File: src/common/dpmfi_pkg.sv
/*
  constants and carrier types for the two-sided mailbox block.
  assumes one clock for both sides; side index 0 is host, 1 is local.
*/
`default_nettype none
package dpmfi_pkg;
  // ****************************************
  // widths and side indices
  // ****************************************
  localparam int unsigned DW = 32;
  localparam int unsigned AW = 3;
  localparam int unsigned SIDE_HOST = 0;
  localparam int unsigned SIDE_LOCAL = 1;
  localparam int unsigned BUF_DEPTH = 2;
  // ****************************************
  // register word offsets, same map on both sides
  // ****************************************
  localparam logic [AW-1:0] ADDR_FLAGS = 3'h0;
  localparam logic [AW-1:0] ADDR_INBOUND = 3'h1;
  localparam logic [AW-1:0] ADDR_OUTBOUND = 3'h2;
  localparam logic [AW-1:0] ADDR_IRQ_CTRL = 3'h3;
  localparam logic [AW-1:0] ADDR_RESET_CTRL = 3'h4;
  // ****************************************
  // field positions
  // ****************************************
  localparam int unsigned FLAGS_L2H_LSB = 28;
  localparam int unsigned FLAGS_H2L_LSB = 12;
  localparam int unsigned CTL_EN_A = 4;
  localparam int unsigned CTL_SEL_A_LSB = 0;
  localparam int unsigned CTL_EN_B = 12;
  localparam int unsigned CTL_SEL_B_LSB = 8;
  localparam int unsigned CTL_PEND_HI = 17;
  localparam int unsigned CTL_PEND_LO = 16;
  localparam int unsigned CTL_IRQ_BIT = 23;
  localparam int unsigned RST_FLAG_BIT = 27;
  localparam logic [15:0] CTL_WMASK = 16'h1313;
  // ****************************************
  // values after reset
  // ****************************************
  localparam logic [DW-1:0] MBOX_RST = 32'h0000_0000;
  localparam logic [3:0] FLAGS_RST = 4'h0;
  localparam logic [15:0] CTL_RST = 16'h0000;
  // ****************************************
  // carriers
  // ****************************************
  typedef struct packed {
    logic rd;
    logic wr;
    logic [AW-1:0] addr;
    logic [3:0] be;
    logic [DW-1:0] wdata;
  } dpmfi_req_t;
  typedef struct packed {
    logic en;
    logic [1:0] sel;
  } dpmfi_cond_t;
endpackage : dpmfi_pkg
`default_nettype wire

File: src/logic/dpmfi_mailbox.sv
/*
  two-sided 32-bit mailbox pair with byte full flags and interrupts.
  assumes both register ports run on clk; index 0 is host, 1 is local.
*/
`default_nettype none
module dpmfi_mailbox import dpmfi_pkg::*; (
  input wire logic clk,
  input wire logic rstn,
  input wire dpmfi_req_t [1:0] req,
  input wire logic [1:0] req_valid,
  output logic [1:0] req_ready,
  output logic [1:0] rsp_valid,
  input wire logic [1:0] rsp_ready,
  output logic [1:0][DW-1:0] rsp_data,
  output logic [1:0] irq_n
);
  // ****************************************
  // state
  // ****************************************
  typedef struct packed {
    logic [1:0][DW-1:0] mbox;
    logic [1:0][3:0] full;
    logic [1:0][15:0] ctl;
  } dpmfi_core_t;
  dpmfi_core_t st_reg;
  dpmfi_core_t st_next;

  logic [1:0] acc;
  logic [1:0][DW-1:0] rdata;
  logic [1:0][3:0] set_m;
  logic [1:0][3:0] rd_clr;
  logic [1:0][3:0] rd_ev;
  logic [1:0] clr_in;
  logic [1:0] clr_out;
  logic [1:0] pend_in;
  logic [1:0] pend_out;
  logic [1:0][DW-1:0] ctl_word;
  logic [1:0] pend_hi;
  logic [1:0] pend_lo;
  logic freset;
  logic [DW-1:0] flags_word;

  assign acc = req_valid & req_ready;

  // ****************************************
  // status word, identical layout on both sides
  // ****************************************
  always_comb begin
    flags_word = '0;
    flags_word[FLAGS_L2H_LSB +: 4] = st_reg.full[SIDE_LOCAL];
    flags_word[FLAGS_H2L_LSB +: 4] = st_reg.full[SIDE_HOST];
  end

  // ****************************************
  // per-side interrupt units and answer buffers
  // ****************************************
  for (genvar s = 0; s < 2; s++) begin : g_side
    dpmfi_cond_t in_cond;
    dpmfi_cond_t out_cond;
    dpmfi_cond_t cond_a;
    dpmfi_cond_t cond_b;
    // one register carries both conditions
    assign cond_a = '{en: st_reg.ctl[s][CTL_EN_A],
                      sel: st_reg.ctl[s][CTL_SEL_A_LSB +: 2]};
    assign cond_b = '{en: st_reg.ctl[s][CTL_EN_B],
                      sel: st_reg.ctl[s][CTL_SEL_B_LSB +: 2]};
    assign out_cond = (s == SIDE_HOST) ? cond_a : cond_b;
    assign in_cond = (s == SIDE_HOST) ? cond_b : cond_a;
    // host reports incoming high, local reports outgoing high
    assign pend_hi[s] = (s == SIDE_HOST) ? pend_in[s] : pend_out[s];
    assign pend_lo[s] = (s == SIDE_HOST) ? pend_out[s] : pend_in[s];
    always_comb begin
      ctl_word[s] = '0;
      ctl_word[s][15:0] = st_reg.ctl[s];
      ctl_word[s][CTL_PEND_HI] = pend_hi[s];
      ctl_word[s][CTL_PEND_LO] = pend_lo[s];
      ctl_word[s][CTL_IRQ_BIT] = !irq_n[s];
    end

    dpmfi_irq u_irq (
      .clk(clk),
      .rstn(rstn),
      .in_cond(in_cond),
      .out_cond(out_cond),
      .in_wr_ev(set_m[1-s]),
      .out_rd_ev(rd_ev[s]),
      .in_full(st_reg.full[1-s]),
      .clr_in(clr_in[s]),
      .clr_out(clr_out[s]),
      .pend_in(pend_in[s]),
      .pend_out(pend_out[s]),
      .irq_n(irq_n[s])
    );

    dpmfi_fifo #(
      .WIDTH(DW),
      .DEPTH(BUF_DEPTH)
    ) u_buf (
      .clk(clk),
      .rstn(rstn),
      .in_valid(acc[s] && req[s].rd),
      .in_ready(req_ready[s]),
      .in_data(rdata[s]),
      .out_valid(rsp_valid[s]),
      .out_ready(rsp_ready[s]),
      .out_data(rsp_data[s])
    );
  end

  // ****************************************
  // register accesses and flag update
  // ****************************************
  always_comb begin
    st_next = st_reg;
    rdata = '0;
    set_m = '0;
    rd_clr = '0;
    rd_ev = '0;
    clr_in = '0;
    clr_out = '0;
    freset = 1'b0;
    for (int s = 0; s < 2; s++) begin
      if (acc[s] && req[s].rd) begin
        case (req[s].addr)
          ADDR_FLAGS: begin
            rdata[s] = flags_word;
          end
          ADDR_INBOUND: begin
            rdata[s] = st_reg.mbox[1-s];
            rd_clr[1-s] = req[s].be & st_reg.full[1-s];
          end
          ADDR_OUTBOUND: begin
            rdata[s] = st_reg.mbox[s];
          end
          ADDR_IRQ_CTRL: begin
            rdata[s] = ctl_word[s];
          end
          default: begin
            rdata[s] = '0;
          end
        endcase
      end
      if (acc[s] && req[s].wr) begin
        case (req[s].addr)
          ADDR_OUTBOUND: begin
            for (int b = 0; b < 4; b++) begin
              if (req[s].be[b]) begin
                st_next.mbox[s][8*b +: 8] = req[s].wdata[8*b +: 8];
              end
            end
            set_m[s] = req[s].be;
          end
          ADDR_IRQ_CTRL: begin
            for (int b = 0; b < 2; b++) begin
              if (req[s].be[b]) begin
                st_next.ctl[s][8*b +: 8] = req[s].wdata[8*b +: 8] & CTL_WMASK[8*b +: 8];
              end
            end
            if (req[s].be[2]) begin
              if (s == SIDE_HOST) begin
                clr_in[s] = req[s].wdata[CTL_PEND_HI];
                clr_out[s] = req[s].wdata[CTL_PEND_LO];
              end else begin
                clr_out[s] = req[s].wdata[CTL_PEND_HI];
                clr_in[s] = req[s].wdata[CTL_PEND_LO];
              end
            end
          end
          ADDR_RESET_CTRL: begin
            if (req[s].be[3] && req[s].wdata[RST_FLAG_BIT]) begin
              freset = 1'b1;
            end
          end
          default: begin
            // status, incoming and unmapped words keep their content
            freset = freset;
          end
        endcase
      end
    end
    // a set in the same cycle as a clear wins
    for (int s = 0; s < 2; s++) begin
      st_next.full[s] = ((freset ? FLAGS_RST : st_reg.full[s]) & ~rd_clr[s]) | set_m[s];
      rd_ev[s] = rd_clr[s] & ~st_next.full[s];
    end
  end

  always_ff @(posedge clk or negedge rstn) begin
    if (!rstn) begin
      st_reg <= '{mbox: {2{MBOX_RST}}, full: {2{FLAGS_RST}}, ctl: {2{CTL_RST}}};
    end else begin
      st_reg <= st_next;
    end
  end
endmodule : dpmfi_mailbox
`default_nettype wire

File: src/logic/dpmfi_fifo.sv
/*
  small valid/ready buffer for read answers.
  assumes DEPTH of at least 2; producer honours in_ready.
*/
`default_nettype none
module dpmfi_fifo import dpmfi_pkg::*; #(
  parameter int unsigned WIDTH = DW,
  parameter int unsigned DEPTH = BUF_DEPTH
) (
  input wire logic clk,
  input wire logic rstn,
  input wire logic in_valid,
  output logic in_ready,
  input wire logic [WIDTH-1:0] in_data,
  output logic out_valid,
  input wire logic out_ready,
  output logic [WIDTH-1:0] out_data
);
  localparam int unsigned PW = $clog2(DEPTH);
  typedef struct packed {
    logic [DEPTH-1:0][WIDTH-1:0] mem;
    logic [PW-1:0] rp;
    logic [PW-1:0] wp;
    logic [PW:0] cnt;
  } dpmfi_fifo_t;
  dpmfi_fifo_t st_reg;
  dpmfi_fifo_t st_next;
  logic push;
  logic pop;

  assign in_ready = st_reg.cnt != (PW+1)'(DEPTH);
  assign out_valid = st_reg.cnt != '0;
  assign out_data = st_reg.mem[st_reg.rp];
  assign push = in_valid && in_ready;
  assign pop = out_valid && out_ready;

  always_comb begin
    st_next = st_reg;
    if (push) begin
      st_next.mem[st_reg.wp] = in_data;
      st_next.wp = (st_reg.wp == PW'(DEPTH-1)) ? '0 : st_reg.wp + 1'b1;
    end
    if (pop) begin
      st_next.rp = (st_reg.rp == PW'(DEPTH-1)) ? '0 : st_reg.rp + 1'b1;
    end
    st_next.cnt = st_reg.cnt + (PW+1)'(push) - (PW+1)'(pop);
  end

  always_ff @(posedge clk or negedge rstn) begin
    if (!rstn) begin
      st_reg <= '0;
    end else begin
      st_reg <= st_next;
    end
  end
endmodule : dpmfi_fifo
`default_nettype wire

File: src/logic/dpmfi_irq.sv
/*
  one side's mailbox interrupt: incoming-full and outgoing-empty requests.
  assumes events arrive as one-cycle byte masks from the mailbox core.
*/
`default_nettype none
module dpmfi_irq import dpmfi_pkg::*; (
  input wire logic clk,
  input wire logic rstn,
  input wire dpmfi_cond_t in_cond,
  input wire dpmfi_cond_t out_cond,
  input wire logic [3:0] in_wr_ev,
  input wire logic [3:0] out_rd_ev,
  input wire logic [3:0] in_full,
  input wire logic clr_in,
  input wire logic clr_out,
  output logic pend_in,
  output logic pend_out,
  output logic irq_n
);
  typedef struct packed {
    logic pend_in;
    logic pend_out;
  } dpmfi_irq_t;
  dpmfi_irq_t st_reg;
  dpmfi_irq_t st_next;
  logic set_in;
  logic set_out;
  logic clr_in_ok;

  assign set_in = in_cond.en && in_wr_ev[in_cond.sel];
  assign set_out = out_cond.en && out_rd_ev[out_cond.sel];
  assign clr_in_ok = clr_in && !in_full[in_cond.sel];

  always_comb begin
    st_next.pend_in = set_in || (st_reg.pend_in && !clr_in_ok);
    st_next.pend_out = set_out || (st_reg.pend_out && !clr_out);
  end

  always_ff @(posedge clk or negedge rstn) begin
    if (!rstn) begin
      st_reg <= '0;
    end else begin
      st_reg <= st_next;
    end
  end

  assign pend_in = st_reg.pend_in;
  assign pend_out = st_reg.pend_out;
  assign irq_n = !(st_reg.pend_in || st_reg.pend_out);
endmodule : dpmfi_irq
`default_nettype wire

File: config.mk
export PLATFORM = sky130hd
export DESIGN_NAME = dpmfi_mailbox
export DESIGN_NICKNAME = d
export VERILOG_FILES = /design/src/common/dpmfi_pkg.sv /design/src/logic/dpmfi_mailbox.sv /design/src/logic/dpmfi_fifo.sv /design/src/logic/dpmfi_irq.sv
export SDC_FILE = /design/constraint.sdc
export NUM_CORES = 1
export LEC_CHECK = 0
export BUFFER_PORTS_ARGS = -buffer_cell sky130_fd_sc_hd__buf_2
export CORE_ASPECT_RATIO = 1.25
export CORE_MARGIN = 10
export CORE_UTILIZATION = 58
export DETAILED_ROUTE_END_ITERATION = 12
export GPL_TIMING_DRIVEN = 1
export HOLD_SLACK_MARGIN = 0.12
export PLACE_DENSITY = 0.8
export SKIP_CTS_REPAIR_TIMING = 1
export SYNTH_ARGS = -nofsm -noshare
export SYNTH_HDL_FRONTEND = slang
export SYNTH_HIERARCHICAL = 1
export SYNTH_SLANG_ARGS = --single-unit
File: constraint.sdc
create_clock -name clk -period 2.25 [get_ports clk]
set_clock_uncertainty 0.1 [all_clocks]
set_input_delay 0.225 -clock clk [delete_from_list [all_inputs] [get_ports clk]]
set_output_delay 0.225 -clock clk [all_outputs]
set_load 0.05 [all_outputs]
# Word-level counts from Yosys, hierarchy flattened
# Cells that the tools add are included.
dict set report totals {
  out_inout_bits 70
  reg_bits 224
  inputBits 88
  elab_cells 179
}
dict set report classes {
  reduce_logical 52
  n_mux 58
  eq_ne 10
  magnitude_cmp 10
  add_sub_neg 8
  n_bitwise 13
}
# cell n
set ops {}
lappend ops {{$mux 32} 8}
lappend ops {{$pmux 32 s4} 2}
lappend ops {{$bwmux 64} 2}
lappend ops {{$demux 32 s1} 2}
lappend ops {{$mux 4} 10}
lappend ops {{$reduce_and 3->1} 12}
lappend ops {{$mux 1} 28}
lappend ops {{$and 4x4->4} 6}
lappend ops {{$logic_and 1x1->1} 22}
lappend ops {{$not 4->4} 4}
lappend ops {{$bmux 1 s2} 6}
lappend ops {{$eq 3x2->1 const B} 4}
lappend ops {{$lt 2x3->1 const B} 4}
lappend ops {{$logic_not 1->1} 8}
lappend ops {{$lt 1x2->1 const B} 4}
lappend ops {{$or 4x4->4} 2}
lappend ops {{$eq 3x1->1 const B} 2}
lappend ops {{$eq 3x3->1 const B} 2}
lappend ops {{$logic_not 3->1} 2}
lappend ops {{$logic_or 1x1->1} 6}
lappend ops {{$add 1x1->1 const B} 4}
lappend ops {{$add 2x1->2} 2}
lappend ops {{$ne 2x2->1 const B} 2}
lappend ops {{$reduce_bool 2->1} 2}
lappend ops {{other kinds (3)} 5}

# Logic depth before layout (Yosys ltp)
# Gate-level depths: netlist (run 1).
dict set report depth {
  word_depth 16
  depth_mapped 8
  ltp_nobuf 8
}

# By module
# Netlist (run 1), hierarchy kept.
# module cells_per_inst instances seq_area_each_um2 area_each_um2
set by_module_without_submodules {}
lappend by_module_without_submodules {dpmfi_fifo 189 2 1701.6 3283.1}
lappend by_module_without_submodules {dpmfi_mailbox 439 1 2102.0 4845.9}
lappend by_module_without_submodules {dpmfi_irq 13 2 50.0 153.9}

# Worst setup path after synthesis (run 1)
# OpenSTA, ideal clock, no wires.
dict set report synth_path {
  path_type {flip-flop to flip-flop}
  startpoint {register g_side[0].u_buf/st_reg[0] in the netlist's numbering}
  endpoint {register g_side[1].u_irq.st_reg (netlist bit g_side[1].u_irq/pend_in)}
  period_less_slack_ns 2.088
  path_buffers 1
  setup_ns 0.122
  arrival_ns 1.867
  required_ns 2.028
  path_slack_ns 0.162
  path_stages_with_launch 7
  cell_sequence {dfrtp_1 > nand2b_4 > and4b_1 > and3_1 > buf_2 > mux4_2 > a32o_1}
}
# item line_no
set synth_rtl {}
lappend synth_rtl {{from (decl)} dpmfi_fifo.sv:26} ;# dpmfi_fifo_t st_reg;
lappend synth_rtl {{from (signal assigned)} dpmfi_fifo.sv:53} ;# st_reg <= st_next;
lappend synth_rtl {{to (signal assigned)} dpmfi_irq.sv:43} ;# st_reg <= st_next;
lappend synth_rtl {{to (decl)} dpmfi_irq.sv:24} ;# dpmfi_irq_t st_reg;

==> results_dict.tcl, run 1 <==
set metrics [dict create \
    cts_root_buf "clkbuf_16" \
    power_leakage_nw 7.158 \
    path_delay_family "buffers and inverters" \
    syn2layout_area_growth_pct 23.86 \
    gp_congestion 0.9002 \
    critPathLaunchType "flip-flop" \
    dieHeight_microns 178.9 \
    final_cell_mix "224 x dfrtp_1, 156 x buf_2, 152 x mux2_4" \
    setup_viol 0 \
    crit_chain "nand2b_4 > and4_1 > buf_12 > nand2_8 > mux2_4 > dlygate4sd3_1" \
    place_ws_ns 0.1268 \
    syn-num-nets 935 \
    critPathMaxStageDelay_ns 0.57 \
    min_period_over_period_pct 96.13 \
    start_util_pct 58.51 \
    final_common_cell "dfrtp_1" \
    fp.dieW_microns 147.1 \
    drcViolationCount 0 \
    p_clk_share_pct 29.9 \
    worstPathArrival_ns 2.44 \
    grt_pass1_vias 8264 \
    dpl.hpwl_mm 22.26 \
    avgSynthCellArea_sq_um 13.90 \
    clockBufferDepth 3 \
    p_sw_mw 4.215 \
    io_buffers 157 \
    clock_latency_ns 0.51 \
    setup_tns_ns 0 \
    ys_ff_latch 224 \
    end_kind "flip-flop" \
    grt_pass1_wl_mm 47.50 \
    htree_num_levels 1 \
    path_buf_inv 2 \
    path_depth 6 \
    fin_ws_ns 0.08699 \
    die_area_sq_um 26330 \
    antenna_found_initial 1 \
    nets 1194 \
    vias_per_cell 5.870 \
    cp-endpoint "st_reg[103]" \
    synth_top_area_share_pct 47.83 \
    combinationalPowerShare_pct 29.0 \
    seqCellArea_sq_um 5605 \
    gr-usage-all-layers_pct 22.81 \
    rsz0062_at_grt "no" \
    io_pins 158 \
    yosys.area.top_type "dfrtp_1" \
    routed-via-count 8148 \
    grt_max_degree 69 \
    tightest_slew_ns 0.6986 \
    cp-startpoint "g_side[1].u_buf/st_reg[1]" \
    swShare_pct 31.83 \
    finalHoldViolations 0 \
    synth.cell_area_sq_um 11720 \
    grt_overflow 0 \
    core-area_sq_um 20030 \
    status "complete, no violations" \
    core.rowCount 58 \
    largest_reg_flops 136 \
    dr.pass1.iters 5 \
    r2r_setup_slack_ns 0.09 \
    worstSetupPathType "flip-flop to flip-flop" \
    maxSlewViolCount 0 \
    crit_fanout 10 \
    slowest_stage "dlygate4sd3_1" \
    avgRoutedWirePerCell_microns 24.06 \
    drive_gt1_share_pct 48.43 \
    netlist_instances 843 \
    p_per_area_nw_per_um2 912.2 \
    power_frac_seq_pct 41.1 \
    cts_tree "done" \
    drv_cap 0 \
    worstHoldPathType "input pin to flip-flop" \
    worstPathRequired_ns 2.53 \
    drtAntennaViolNets 0 \
    timing.rr.end "st_reg[103]" \
    fmax_mhz 462.3 \
    drt-initial-drc-count 528 \
    nFillCells 1353 \
    relSlewSlack_pct 53.21 \
    cts_buffers 23 \
    yosys_warnings 6 \
    clkSlewWorstSetupHoldPaths_ns 0.06 \
    reg2reg_depth 6 \
    reg2reg_from "g_side[1].u_buf/st_reg[1]" \
    drt-total-wl_mm 33.39 \
    vdd.ir_drop.worst_mv 0.5850 \
    multiInputGateArea_sq_um 5647 \
    p_int_mw 9.026 \
    synth_cell_type_count 43 \
    synthTopCellsByArea "dfrtp_1 48%, mux2_4 19%, mux2_2 12%" \
    finalCriticalPeriod_ns 2.163 \
    cts.sinks 224 \
    yosysSeqAreaShare_pct 47.83 \
]
==> through the flow <==
| step | hold slack, ns | total power [mW] | area [sq um] | cells | utilization (%) |
|---|---|---|---|---|---|
| 2_1_floorplan | -0.1706 | 8.114 | 11720 | 843 | - |
| 5_1_grt | 0.2030 | 13.78 | 14510 | 1387 | 72.46 |
| 4_1_cts | -0.4020 | 13.03 | 13640 | 1300 | 68.12 |
| 3_5_place_dp | 0.1306 | 9.074 | 12860 | 1260 | 64.23 |
| 6_report | 0.1719 | 13.24 | 14520 | 1388 | 72.48 |
| 3_3_place_gp | 0.1264 | 8.977 | 12860 | 1260 | 64.23 |
==> power by group through the flow <==
stage               Sequential (mW)  Combinational (mW)  Clock, mW
floorplan                      5.21                2.90          0
global placement               5.44                3.54          0
detailed placement             5.46                3.61          0
CTS                            5.41                3.63       4.00
global route                   5.51                4.07       4.19
finish                         5.44                3.84       3.96
==> worst min path at each step <==
stage / start / end / slack [ns] / cells after the start
after global placement: rstn / g_side[1].u_buf/st_reg[55] / 0.13 / 1
final: req[81] / g_side[1].u_buf/st_reg[2] / 0.17 / 4
after CTS: rstn / g_side[1].u_buf/st_reg[56] / -0.40 / 1
after detailed placement: rstn / g_side[1].u_buf/st_reg[56] / 0.13 / 1
after floorplan: rstn / ctl_word[0] / -0.17 / 0
after global routing: req[81] / g_side[1].u_buf/st_reg[2] / 0.20 / 4
==> per-layer routing <==
metal	global-route usage [%]	wire length, microns	part of all wire [%]	up-vias
met5	0	9	0.027	-
met4	7.155	1068	3.2	2
met3	4.369	1999	6.0	75
met2	39.32	17460	52	340
met1	28.45	12850	38	4174
li1	-	-	-	3557
==> area by class of cell <==
cell class	count	share of cell area, %
Sequential cell	224	38.61
Antenna cell	1	0.01724
Clock inverter	8	0.8188
Multi-Input combinational cell	559	38.90
Clock buffer	32	4.542
Timing Repair Buffer	285	14.55
Tap cell	270	2.327
Inverter	9	0.2327
==> logic make-up (layout without fill, tap and decap cells) <==
kind of cell	count (synthesis)	in the layout	synth area share, %
XOR/XNOR	8	8	0.5979
AND/OR/NAND/NOR	162	162	7.708
other	0	1	0
flip-flops	224	224	47.83
buffers and inverters	60	334	4.057
adder cells (fa/ha/maj)	4	4	0.4270
multiplexers	307	307	34.63
AO/OA/AOI/OAI	78	78	4.751
==> synth_stat cells (all sizes together) <==
cell      n
mux2    282
dfrtp   224
nor2     78
a22oi    47
buf      38
nand2    23
mux2i    20
a21oi    16
and3     16
clkbuf   13
inv       9
and2      7
nor3b     7
a32o      6
nand2b    6
nor2b     6
xnor2     6
and4      5
mux4      5
a31o      4
ha        4
nand3     3
o21ai     3
and3b     2
nand3b    2
or2       2
xor2      2
a31oi     1
and4b     1
and4bb    1
nor3      1
nor4      1
nor4b     1
o211ai    1
==> worst min-delay path, delay by kind of cell <==
family	cells	cell delay, ns
simple gates	2	0.34
buf+inv	1	0.10
xor+xnor	1	0.07
(Power assumes the default switching activity.)
==> inputs of run 2 (changes only) <==
Settings changed: SETUP_SLACK_MARGIN set to 0.2.
==> results_dict.tcl, run 2 (synthesis gave the netlist of run 1 again) <==
set metrics [dict create \
    status "complete, no violations" \
    final_cell_mix "222 x dfrtp_1, 152 x mux2_4, 146 x buf_2" \
    io_buffers 157 \
    grt_pass1_wl_mm 48.46 \
    dr.pass1.iters 5 \
    relSlewSlack_pct 47.96 \
    timing.rr.end "flags_word[31]" \
    instances_no_fill 1392 \
    final_core_util_pct 72.80 \
    p_int_mw 8.880 \
    reg2reg_depth 7 \
    place_ws_ns 0.1513 \
    multiInputGateArea_sq_um 5678 \
    nets 1197 \
    io_pins 158 \
    maxSlewViolCount 0 \
    worstSetupPathType "flip-flop to flip-flop" \
    finalCriticalPeriod_ns 2.080 \
    htree_num_levels 1 \
    p_sw_mw 4.274 \
    fp.dieW_microns 147.1 \
    drt-total-wl_mm 33.84 \
    fin_ws_ns 0.1704 \
    final_area_sq_um 14580 \
    drtAntennaViolNets 0 \
    cts_root_buf "clkbuf_16" \
    clkSlewWorstSetupHoldPaths_ns 0.07 \
    p_per_area_nw_per_um2 902.1 \
    r2r_setup_slack_ns 0.17 \
    crit_fanout 8 \
    worstHoldPathType "input pin to asynchronous set/reset pin" \
    reg2reg_from "g_side[1].u_buf/st_reg[0]" \
    clock_latency_ns 0.52 \
    combinationalPowerShare_pct 29.7 \
    grt_max_degree 64 \
    end_kind "flip-flop" \
    hold_ws_ns 0.1434 \
    final_common_cell "dfrtp_1" \
    placed_cells 1263 \
    fmax_mhz 480.9 \
    avgRoutedWirePerCell_microns 24.31 \
    setup_viol 0 \
    cp-startpoint "g_side[1].u_buf/st_reg[0]" \
    vias_per_cell 5.881 \
    grt_pass1_vias 8555 \
    setup_tns_ns 0 \
    drive_gt1_share_pct 50.58 \
    worstPathRequired_ns 2.59 \
    busiest_layer "met2" \
    finalHoldViolations 0 \
    swShare_pct 32.49 \
    die_area_sq_um 26330 \
    routed-via-count 8187 \
    cts.sinks 224 \
    grt_use_met1_pct 27.81 \
    clockBufferDepth 3 \
    gp_congestion 0.9053 \
    critPathLaunchType "flip-flop" \
    power_leakage_nw 7.153 \
    vdd.ir_drop.worst_mv 0.5427 \
    cts_tree "done" \
    core-area_sq_um 20030 \
    grt_use_met3_pct 5.202 \
    min_period_over_period_pct 92.43 \
    nFillCells 1308 \
    worstPathArrival_ns 2.42 \
    core.rowCount 58 \
    syn2layout_area_growth_pct 24.42 \
    drt-initial-drc-count 645 \
    drcViolationCount 0 \
    tightest_slew_ns 0.7769 \
    seqCellArea_sq_um 5608 \
    p_clk_share_pct 28.7 \
    antenna_found_initial 3 \
    power_frac_seq_pct 41.6 \
    gr-usage-met2_pct 40.24 \
    cp-endpoint "flags_word[31]" \
    dpl.hpwl_mm 22.35 \
    place_area_sq_um 12890 \
    cts_buffers 23 \
    grt_overflow 0 \
    largest_reg_flops 136 \
    start_util_pct 58.51 \
    rsz0062_at_grt "yes" \
    gr-usage-all-layers_pct 23.18 \
    p_total_mw 13.15 \
    drv_cap 0 \
    dieHeight_microns 178.9 \
]
==> run 2: final cells by class <==
cell class	count	area share (%)
Sequential cell	224	38.46
Timing Repair Buffer	288	14.96
Antenna cell	1	0.01716
Tap cell	270	2.317
Multi-Input combinational cell	559	38.94
Clock buffer	35	4.668
Clock inverter	6	0.4033
Inverter	9	0.2317
==> run 2: worst max-delay path, stage by stage (launching register included) <==
cell	delay (ns)
dfrtp_1	0.40
nand2b_4	0.17
buf_4	0.14
nand3_1	0.09
nor4_1	0.07
buf_4	0.13
a31oi_1	0.58
a32o_1	0.31
==> run 2: how the worst min path moves through the flow <==
stage | startpoint | end
finish | rstn | g_side[1].u_buf/st_reg[55]
global route | rstn | g_side[1].u_buf/st_reg[55]
CTS | rstn | g_side[1].u_buf/st_reg[55]
detailed placement | rstn | g_side[1].u_buf/st_reg[55]
global placement | rstn | g_side[1].u_buf/st_reg[55]
floorplan | rstn | ctl_word[0]
==> run 2: power groups by stage <==
stage,combinational [mW],clock (mW),sequential (mW)
3_3_place_gp,3.57,0,5.42
6_report,3.90,3.78,5.47
5_1_grt,4.13,4.00,5.55
3_5_place_dp,3.63,0,5.45
4_1_cts,3.65,3.83,5.40
2_1_floorplan,2.91,0,5.21
==> run 2: routing by layer <==
layer,share of wire [%],vias to the layer above
li1,-,3555
met5,0.056,-
met3,6.5,70
met1,39,4222
met4,2.8,4
met2,52,336
